<file path="src/hw/carf_consts.svh">
// Constants of the architectural register file: indices, field positions, reset values.
`ifndef CARF_CONSTS_SVH
`define CARF_CONSTS_SVH
`define CARF_GPR_COUNT 8
`define CARF_GPR_SPLIT 4
`define CARF_SEG_COUNT 6
`define CARF_CTL_COUNT 3
`define CARF_SYS_COUNT 4
`define CARF_DBG_COUNT 6
`define CARF_TST_COUNT 2
`define CARF_BKP_COUNT 4
`define CARF_QUEUE_DEPTH 4
`define CARF_LEGACY_FLAGS_W 16
`define CARF_PROTECT_BIT 0
`define CARF_CTL_MODE 2'h0
`define CARF_CTL_FAULT 2'h1
`define CARF_CTL_PGDIR 2'h2
`define CARF_FLAGS_RESET 32'h00000002
`define CARF_IP_RESET 32'h0000FFF0
`define CARF_ZERO32 32'h00000000
`endif

</file>
<file path="src/hw/carf_pkg.sv">
// Types shared by the architectural register file.
package carf_pkg;
	typedef enum logic [1:0] {CARF_VIEW_WORD, CARF_VIEW_HALF, CARF_VIEW_LOW_BYTE,
		CARF_VIEW_HIGH_BYTE} carf_view_t;
	typedef enum logic [2:0] {CARF_SH_SHL, CARF_SH_SHR, CARF_SH_SAR, CARF_SH_ROL,
		CARF_SH_ROR} carf_shift_op_t;
	typedef enum logic [1:0] {CARF_SYS_GLOBAL, CARF_SYS_VECTOR, CARF_SYS_LOCAL,
		CARF_SYS_TASK} carf_sys_sel_t;
endpackage : carf_pkg

</file>
<file path="src/hw/carf_register_file.sv">
// Architectural register file of the processor core.
`timescale 1ns/1ps
`include "carf_consts.svh"
// Summary of operation
// RULE_01 - Eight 32-bit general registers serve both address computation and data operands.
// RULE_02 - The first four general registers can be accessed as word, low half, or either byte.
// RULE_03 - Six 16-bit segment selectors name the currently addressable segments.
// RULE_04 - The 32-bit instruction pointer drives fetching and advances after each instruction.
// RULE_05 - The 32-bit status word carries the legacy 16-bit flags word in bits 0 to 15.
// RULE_06 - Three 32-bit control registers hold mode bits and the two paging registers.
// RULE_07 - A 64-bit barrel shifter serves shift, rotate, multiply and divide steps.
// RULE_08 - Decoded instructions wait in a queue until the execution unit takes them.
// RULE_09 - The core runs in real address mode or in protected virtual address mode.
// RULE_10 - Four system address registers locate the global, vector and local tables and the task.
// RULE_11 - Six debug registers are readable and writable by software.
// RULE_12 - Two test registers steer tests of the translation cache arrays.
// RULE_13 - Four breakpoint addresses are held and flag matches on fetch or data access.
// RULE_14 - The protect enable bit is set by either load but cleared only by a full load.
// RULE_15 - A sub-view write changes only the addressed bits of a general register.
module carf_register_file (
	// Clock and reset
	input wire logic clk,
	input wire logic rst_n,
	// General register port
	input wire logic gpr_wr_en,
	input wire logic [2:0] gpr_wr_idx,
	input wire carf_pkg::carf_view_t gpr_wr_view,
	input wire logic [31:0] gpr_wr_data,
	input wire logic [2:0] gpr_rd_idx,
	input wire carf_pkg::carf_view_t gpr_rd_view,
	output logic [31:0] gpr_rd_data,
	output logic [31:0] accumulator_gpr,
	output logic [31:0] base_gpr,
	output logic [31:0] count_gpr,
	output logic [31:0] data_ext_gpr,
	// Segment selectors
	input wire logic seg_wr_en,
	input wire logic [2:0] seg_wr_idx,
	input wire logic [15:0] seg_wr_data,
	input wire logic [2:0] seg_rd_idx,
	output logic [15:0] seg_rd_data,
	// Instruction pointer and status word
	input wire logic instr_done,
	input wire logic [3:0] instr_len,
	input wire logic ip_load_en,
	input wire logic [31:0] ip_load_data,
	output logic [31:0] instr_pointer,
	input wire logic flags_wr_en,
	input wire logic flags_wr_legacy,
	input wire logic [31:0] flags_wr_data,
	output logic [31:0] extended_status_word,
	output logic [15:0] legacy_status_word,
	// Control registers
	input wire logic ctl_wr_en,
	input wire logic [1:0] ctl_wr_idx,
	input wire logic [31:0] ctl_wr_data,
	input wire logic load_low_word_instr,
	input wire logic [15:0] low_word_data,
	output logic [31:0] mode_control_reg,
	output logic [31:0] fault_address_reg,
	output logic [31:0] page_dir_base_reg,
	output logic protect_enable_bit,
	output logic real_mode,
	// System address registers
	input wire logic sys_wr_en,
	input wire carf_pkg::carf_sys_sel_t sys_wr_sel,
	input wire logic [31:0] sys_wr_data,
	output logic [31:0] global_table_pointer,
	output logic [31:0] vector_table_pointer,
	output logic [31:0] local_table_pointer,
	output logic [31:0] task_state_pointer,
	// Debug and test registers
	input wire logic dbg_wr_en,
	input wire logic [2:0] dbg_idx,
	input wire logic [31:0] dbg_wr_data,
	output logic [31:0] dbg_rd_data,
	input wire logic tst_wr_en,
	input wire logic tst_idx,
	input wire logic [31:0] tst_wr_data,
	output logic [31:0] tst_cmd,
	output logic [31:0] tst_data,
	// Breakpoint match
	input wire logic [31:0] watch_addr,
	input wire logic watch_is_fetch,
	input wire logic watch_valid,
	output logic [3:0] bkp_hit,
	// Barrel shifter
	input wire logic [63:0] sh_data,
	input wire logic [5:0] sh_amount,
	input wire carf_pkg::carf_shift_op_t sh_op,
	output logic [63:0] sh_result,
	// Decoded instruction queue
	input wire logic dq_push_valid,
	input wire logic [31:0] dq_push_data,
	output logic dq_push_ready,
	output logic dq_pop_valid,
	input wire logic dq_pop_ready,
	output logic [31:0] dq_pop_data
);
	import carf_pkg::*;

	// ==========================================================
	// General registers
	logic [31:0] gpr_reg [`CARF_GPR_COUNT];

	// Only the four split-capable registers honour byte-view writes.
	genvar gi;
	generate
		for (gi = 0; gi < `CARF_GPR_COUNT; gi++) begin : g_gpr
			always_ff @(posedge clk) begin
				if (!rst_n) begin
					gpr_reg[gi] <= `CARF_ZERO32;
				end else if (gpr_wr_en && gpr_wr_idx == 3'(gi)) begin // see RULE_01
					case (gpr_wr_view) // see RULE_15
						CARF_VIEW_WORD: gpr_reg[gi] <= gpr_wr_data;
						CARF_VIEW_HALF: gpr_reg[gi][15:0] <= gpr_wr_data[15:0];
						CARF_VIEW_LOW_BYTE: begin
							if (gi < `CARF_GPR_SPLIT) begin // see RULE_02
								gpr_reg[gi][7:0] <= gpr_wr_data[7:0];
							end
						end
						CARF_VIEW_HIGH_BYTE: begin
							if (gi < `CARF_GPR_SPLIT) begin // see RULE_02
								gpr_reg[gi][15:8] <= gpr_wr_data[7:0];
							end
						end
						default: gpr_reg[gi] <= gpr_reg[gi];
					endcase
				end
			end
		end
	endgenerate

	always_comb begin
		case (gpr_rd_view) // see RULE_02
			CARF_VIEW_WORD: gpr_rd_data = gpr_reg[gpr_rd_idx];
			CARF_VIEW_HALF: gpr_rd_data = {16'h0000, gpr_reg[gpr_rd_idx][15:0]};
			CARF_VIEW_LOW_BYTE: gpr_rd_data = {24'h000000, gpr_reg[gpr_rd_idx][7:0]};
			CARF_VIEW_HIGH_BYTE: gpr_rd_data = {24'h000000, gpr_reg[gpr_rd_idx][15:8]};
			default: gpr_rd_data = gpr_reg[gpr_rd_idx];
		endcase
	end
	assign accumulator_gpr = gpr_reg[0];
	assign base_gpr = gpr_reg[1];
	assign count_gpr = gpr_reg[2];
	assign data_ext_gpr = gpr_reg[3];

	// ==========================================================
	// Segment selectors
	logic [15:0] seg_reg [`CARF_SEG_COUNT];
	always_ff @(posedge clk) begin
		if (!rst_n) begin
			for (int i = 0; i < `CARF_SEG_COUNT; i++) seg_reg[i] <= 16'h0000;
		end else if (seg_wr_en && seg_wr_idx < 3'(`CARF_SEG_COUNT)) begin // see RULE_03
			seg_reg[seg_wr_idx] <= seg_wr_data;
		end
	end
	// Out-of-range indices read zero rather than wrap onto a real selector.
	assign seg_rd_data = (seg_rd_idx < 3'(`CARF_SEG_COUNT)) ? seg_reg[seg_rd_idx] : 16'h0000;

	// ==========================================================
	// Instruction pointer and status word
	logic [31:0] ip_reg;
	always_ff @(posedge clk) begin
		if (!rst_n) begin
			ip_reg <= `CARF_IP_RESET;
		end else if (ip_load_en) begin
			ip_reg <= ip_load_data;
		end else if (instr_done) begin // see RULE_04
			ip_reg <= ip_reg + {28'h0000000, instr_len};
		end
	end
	assign instr_pointer = ip_reg;

	logic [31:0] flags_reg;
	always_ff @(posedge clk) begin
		if (!rst_n) begin
			flags_reg <= `CARF_FLAGS_RESET;
		end else if (flags_wr_en && flags_wr_legacy) begin // see RULE_05
			flags_reg[`CARF_LEGACY_FLAGS_W-1:0] <= flags_wr_data[`CARF_LEGACY_FLAGS_W-1:0];
		end else if (flags_wr_en) begin
			flags_reg <= flags_wr_data;
		end
	end
	assign extended_status_word = flags_reg;
	assign legacy_status_word = flags_reg[`CARF_LEGACY_FLAGS_W-1:0]; // see RULE_05

	// ==========================================================
	// Control registers
	logic [31:0] ctl_reg [`CARF_CTL_COUNT];
	always_ff @(posedge clk) begin
		if (!rst_n) begin
			for (int i = 0; i < `CARF_CTL_COUNT; i++) ctl_reg[i] <= `CARF_ZERO32;
		end else if (ctl_wr_en && ctl_wr_idx < 2'(`CARF_CTL_COUNT)) begin // see RULE_06
			ctl_reg[ctl_wr_idx] <= ctl_wr_data;
		end else if (load_low_word_instr) begin
			// The low-word load may raise protect enable but can never drop it.
			ctl_reg[`CARF_CTL_MODE][15:0] <= low_word_data |
				{15'h0000, ctl_reg[`CARF_CTL_MODE][`CARF_PROTECT_BIT]}; // see RULE_14
		end
	end
	assign mode_control_reg = ctl_reg[`CARF_CTL_MODE];
	assign fault_address_reg = ctl_reg[`CARF_CTL_FAULT];
	assign page_dir_base_reg = ctl_reg[`CARF_CTL_PGDIR];
	assign protect_enable_bit = ctl_reg[`CARF_CTL_MODE][`CARF_PROTECT_BIT]; // see RULE_09
	assign real_mode = ~protect_enable_bit; // see RULE_09

	// ==========================================================
	// System address registers
	logic [31:0] sys_reg [`CARF_SYS_COUNT];
	always_ff @(posedge clk) begin
		if (!rst_n) begin
			for (int i = 0; i < `CARF_SYS_COUNT; i++) sys_reg[i] <= `CARF_ZERO32;
		end else if (sys_wr_en) begin // see RULE_10
			sys_reg[sys_wr_sel] <= sys_wr_data;
		end
	end
	assign global_table_pointer = sys_reg[CARF_SYS_GLOBAL];
	assign vector_table_pointer = sys_reg[CARF_SYS_VECTOR];
	assign local_table_pointer = sys_reg[CARF_SYS_LOCAL];
	assign task_state_pointer = sys_reg[CARF_SYS_TASK];

	// ==========================================================
	// Debug, test and breakpoint registers
	logic [31:0] dbg_reg [`CARF_DBG_COUNT];
	always_ff @(posedge clk) begin
		if (!rst_n) begin
			for (int i = 0; i < `CARF_DBG_COUNT; i++) dbg_reg[i] <= `CARF_ZERO32;
		end else if (dbg_wr_en && dbg_idx < 3'(`CARF_DBG_COUNT)) begin // see RULE_11
			dbg_reg[dbg_idx] <= dbg_wr_data;
		end
	end
	assign dbg_rd_data = (dbg_idx < 3'(`CARF_DBG_COUNT)) ? dbg_reg[dbg_idx] : `CARF_ZERO32;

	// Debug register 4 enables the breakpoints: bit 2n enables, bit 2n+1 picks data accesses.
	genvar bi;
	generate
		for (bi = 0; bi < `CARF_BKP_COUNT; bi++) begin : g_bkp
			assign bkp_hit[bi] = watch_valid && dbg_reg[4][2*bi] &&
				(dbg_reg[bi] == watch_addr) &&
				(dbg_reg[4][2*bi+1] != watch_is_fetch); // see RULE_13
		end
	endgenerate

	logic [31:0] tst_reg [`CARF_TST_COUNT];
	always_ff @(posedge clk) begin
		if (!rst_n) begin
			for (int i = 0; i < `CARF_TST_COUNT; i++) tst_reg[i] <= `CARF_ZERO32;
		end else if (tst_wr_en) begin // see RULE_12
			tst_reg[tst_idx] <= tst_wr_data;
		end
	end
	assign tst_cmd = tst_reg[0];
	assign tst_data = tst_reg[1];

	// ==========================================================
	// Barrel shifter
	always_comb begin
		case (sh_op) // see RULE_07
			CARF_SH_SHL: sh_result = sh_data << sh_amount;
			CARF_SH_SHR: sh_result = sh_data >> sh_amount;
			CARF_SH_SAR: sh_result = 64'($signed(sh_data) >>> sh_amount);
			CARF_SH_ROL: sh_result = (sh_data << sh_amount) | (sh_data >> (7'h40 - 7'(sh_amount)));
			CARF_SH_ROR: sh_result = (sh_data >> sh_amount) | (sh_data << (7'h40 - 7'(sh_amount)));
			default: sh_result = sh_data;
		endcase
	end

	// ==========================================================
	// Decoded instruction queue
	logic [31:0] dq_mem [`CARF_QUEUE_DEPTH];
	logic [1:0] dq_wr_reg;
	logic [1:0] dq_rd_reg;
	logic [2:0] dq_cnt_reg;
	logic dq_push;
	logic dq_pop;
	assign dq_push_ready = dq_cnt_reg < 3'(`CARF_QUEUE_DEPTH);
	assign dq_pop_valid = dq_cnt_reg != 3'h0;
	assign dq_push = dq_push_valid && dq_push_ready;
	assign dq_pop = dq_pop_valid && dq_pop_ready;
	assign dq_pop_data = dq_mem[dq_rd_reg];
	always_ff @(posedge clk) begin
		if (dq_push) begin // see RULE_08
			dq_mem[dq_wr_reg] <= dq_push_data;
		end
	end
	always_ff @(posedge clk) begin
		if (!rst_n) begin
			dq_wr_reg <= 2'h0;
			dq_rd_reg <= 2'h0;
			dq_cnt_reg <= 3'h0;
		end else begin
			if (dq_push) dq_wr_reg <= dq_wr_reg + 2'h1;
			if (dq_pop) dq_rd_reg <= dq_rd_reg + 2'h1;
			dq_cnt_reg <= dq_cnt_reg + {2'h0, dq_push} - {2'h0, dq_pop}; // see RULE_08
		end
	end
endmodule : carf_register_file

</file>
<file path="config.mk">
export PLATFORM = sky130hd
export DESIGN_NAME = carf_register_file
export DESIGN_NICKNAME = d
export VERILOG_FILES = /design/src/hw/carf_pkg.sv /design/src/hw/carf_register_file.sv
export VERILOG_INCLUDE_DIRS = /design/src /design/src/hw
export SDC_FILE = /design/constraint.sdc
export NUM_CORES = 2
export LEC_CHECK = 0
export BUFFER_PORTS_ARGS = -buffer_cell sky130_fd_sc_hd__buf_2
export CORE_AREA = 2 2 429 431
export CTS_CLUSTER_DIAMETER = 200
export DETAILED_ROUTE_END_ITERATION = 10
export DIE_AREA = 0 0 431 433
export PLACE_DENSITY_LB_ADDON = 0.15
export SKIP_CTS_REPAIR_TIMING = 1
export SYNTH_ARGS = -nofsm -noshare
export SYNTH_HDL_FRONTEND = slang
export SYNTH_SLANG_ARGS = --single-unit
</file>
<file path="constraint.sdc">
create_clock -name clk -period 9.7 [get_ports clk]
set_input_delay 1.94 -clock clk [delete_from_list [all_inputs] [get_ports clk]]
set_output_delay 1.94 -clock clk [all_outputs]
set_load 0.03 [all_outputs]
</file>
==> metrics.md <==
| Metric | Value |
|---|---|
| Max Root-Sink Buffers | `3` |
| Vias/cell | `~6.2` |
| Core area | `about 180,000 µm²` |
| Worst Clk Skew | `about 0.048 ns` |
| Worst Path Required | `7.76 ns` |
| Initial drt markers | `~7,300` |
| Final instance area | `between 70,000 and 80,000 µm²` |
| P_leak | `slightly below 30 nW` |
| Fmax | `115 MHz` |
| Startpoint types | `input port` |
| Worst-path clk slew | `roughly 0.060 ns` |
| Congestion Overflow GR | `0` |
| Clock tree sinks | `about 1,000` |
| Syn nets | `5,986` |
| Final Hold Fails | `0` |
| Number of synthesized flops with an enable pin | `960` |
| Yosys cell types | `95` |
| Largest net degree at the start of global routing | `~110` |
| I/O pins | `~1,100` |
| Pre-antenna DRT Iters | `9` |
| Post-synthesis sequential area ratio | `between 40% and 50%` |
| Endpoints failing setup | `0` |
| Die Y | `around 430 µm` |
| Least-Margin Pin Slew | `1.49 ns` |
| Area Overhead vs Synth | `20.7%` |
| Post-Syn Area per Cell | `approximately 11 µm²` |
| Final WL | `379 mm` |
| # port buffers | `approximately 1,100` |
| Vias post-DR | `~56,000` |
| Worst setup path class | `input port to output port` |
| YS warnings | `0` |
| DIE WIDTH | `~430 µm` |
| Number of H-tree levels | `3` |
| CTS Root Cell | `clkbuf_16` |
| Worst Path Arrival | `between 6 and 7 ns` |
| Hold path depth | `2` |
| Final ANT Viol Nets | `0` |
| R2R setup slack | `just over 7 ns` |
| DP HPWL | `a little under 300 mm` |
| Share of layout cells above drive strength 1 | `about a third` |
| Initial antenna violation count | `between 70 and 80` |
| Non-Filler Instances | `approximately 9,100` |
| Pwr dens | `181 nW/µm²` |
| Worst Setup End Kind | `output port` |
| GRT Overall Usage | `between 30 and 40%` |
| Fin. max-slew vios | `1` |
| Starting Density | `between 30% and 40%` |
| Clock period minus worst slack | `around 8.7 ns` |
| Worst-Skew Late Latency | `a little over 0.8 ns` |
| WL/cell | `slightly above 40 µm` |
| RSZ-0062 raised after global routing | `no` |
| Hold Worst Slack | `~0.46 ns` |
| Cts bufs inserted | `116` |
| Hold Startpoint | `extended_status_word[28]$_SDFFE_PN0P_` |
| Max-slew headroom | `-0.411%` |
| HP Class | `register to register` |
| Critical-path maximum fanout | `60` |
| Max reg flops | `256` |
| Final period util | `approximately nine tenths` |
| Main flop type after synthesis | `edfxtp_1` |
| Util after Layout | `between 40% and 50%` |
| Max Cap Viol | `1` |
| RR Endpoint | `instr_pointer[23]$_SDFFE_PN0P_` |
| Failing checks | `max-capacitance violations, max-slew violations` |
| CTS tree | `yes` |
| Reg2Reg Depth | `7` |
| Ys async rst share | `0%` |
| Fillers | `between 15,000 and 20,000` |
| Setup TNS | `0 ns` |
| Vias in the first global route | `54,100` |
| Routability congestion estimate | `around 1.1` |
| Status | `finished, violations left` |
| Post-placement cell count | `~8,900` |
| Mapped Area | `63,400 µm²` |
| Gate Count Post-Synth | `roughly 5,500` |
| First-pass GRT wire length | `roughly 500 mm` |
| Total Nets Final | `a little over 7,000` |
| Area post-placement | `a little over 70,000 µm²` |
| DRC Markers | `0` |
| WHS Endpoint | `extended_status_word[28]$_SDFFE_PN0P_` |
| Die ar. | `187,000 µm²` |
| Floorplan row count | `around 160` |
| Yosys reg bits | `between 1,000 and 1,500` |
| Worst r2r src | `instr_pointer[7]$_SDFFE_PN1P_` |
| Max IR drop VDD | `between 0.1 and 0.15 mV` |
layer usage:
metal	GRT usage, %	wire length [µm]	vias up
met1	49.6	146000	29000
li1	-	-	22900
met3	8.76	32600	892
met5	0	126	-
met4	27.3	31300	20
met2	60.4	169000	3625
synth_stat cells (12+ instances only):
master | n | area (µm²)
o32a_1 | 20 | 200
o21ai_1 | 18 | 90.1
o32ai_1 | 12 | 105
a211o_1 | 15 | 131
o211ai_1 | 37 | 278
and2_1 | 540 | 3380
o22ai_1 | 69 | 432
nor2_1 | 624 | 2340
a221oi_1 | 19 | 166
nand3_1 | 74 | 370
nand4_1 | 32 | 200
mux2i_1 | 307 | 3070
a21oi_1 | 179 | 896
xnor2_1 | 30 | 263
nand2b_1 | 24 | 150
clkbuf_1 | 307 | 1150
xor2_1 | 145 | 1270
mux4_2 | 380 | 8560
mux2_2 | 127 | 1430
a21o_1 | 12 | 90.1
a31oi_1 | 45 | 282
edfxtp_1 | 960 | 28800
or2_2 | 17 | 106
nor4_1 | 45 | 282
buf_6 | 16 | 180
nand2_1 | 438 | 1640
a22oi_1 | 19 | 143
or3_1 | 16 | 100
nor2b_1 | 36 | 225
buf_1 | 53 | 199
o221ai_1 | 19 | 166
inv_1 | 94 | 353
nor3_1 | 76 | 380
o21ai_0 | 207 | 1040
dfxtp_1 | 73 | 1460
a211oi_1 | 55 | 413
o31ai_1 | 17 | 128
and3_1 | 66 | 413
a21boi_0 | 19 | 143
buf_2 | 74 | 370
buf_4 | 42 | 315
placed cells by master, fill, tap and decap left out, types with 92 or more instances in the layout:
cell type / instances
mux4_2: 380
mux2_2: 127
inv_1: 92
a21oi_1: 176
mux2i_1: 304
nand2_1: 438
buf_4: 313
xor2_1: 144
and2_1: 536
edfxtp_1: 960
buf_2: 1109
clkbuf_16: 117
nor2_1: 618
o21ai_0: 189
per-stage QoR:
| stage | total power [W] | worst slack, ns |
|---|---|---|
| floorplan | 0.00759 | 2.17 |
| global placement | 0.00950 | 1.29 |
| detailed placement | 0.00947 | 1.32 |
| CTS | 0.0138 | 1.34 |
| global route | 0.0142 | 1.24 |
| finish | 0.0139 | 1.00 |
worst max-delay path, cell delays in order:
cell and delay [ns]:
buf_8 0.15, buf_12 0.25, nor3_4 1.08, a211o_1 0.28
nor2_1 0.05, buf_4 0.18, nand2_1 0.22, buf_4 0.34
o21ai_0 0.29, nor4_1 1.20, a21oi_1 0.20, buf_4 0.25
buf_2 0.19
where the power goes:
| part | switching [W] | internal, W | total (W) | leakage [nW] |
|---|---|---|---|---|
| sequential | 0.000136 | 0.00520 | 0.00534 | 9.81 |
| clock | 0.00191 | 0.00244 | 0.00434 | 1.76 |
| combinational | 0.00297 | 0.00121 | 0.00418 | 18.2 |
worst max-delay path by stage:
stage	end	slack, ns	cells past startpoint	from
6_report	sh_result[21]	1.00	13	sh_amount[0]
5_1_grt	sh_result[26]	1.24	11	sh_amount[0]
4_1_cts	sh_result[61]	1.34	11	sh_amount[0]
3_5_place_dp	sh_result[61]	1.32	11	sh_amount[0]
3_3_place_gp	sh_result[61]	1.29	11	sh_amount[0]
2_1_floorplan	sh_result[6]	2.17	17	sh_amount[0]
logic make-up after synthesis:
group	count (synthesis)	share of synthesized area (%)
compound gates	876	9.08
fa+ha+maj	13	0.280
simple gates	2025	15.6
xor+xnor	175	2.42
mux	818	20.7
flops	1033	47.7
buf+inv	595	4.17
layout make-up:
type | instances | area [µm²] | share of cell area (%)
sequential | 1033 | 30300 | 39.6
multi-input combinational | 3907 | 30800 | 40.3
inverter | 100 | 378 | 0.493
clock inverter | 59 | 587 | 0.766
timing repair buffer | 1443 | 8300 | 10.8
antenna | 52 | 130 | 0.170
tap | 2385 | 2980 | 3.90
clock buffer | 152 | 3070 | 4.01
No activity file was read; power rests on OpenSTA's default activity.
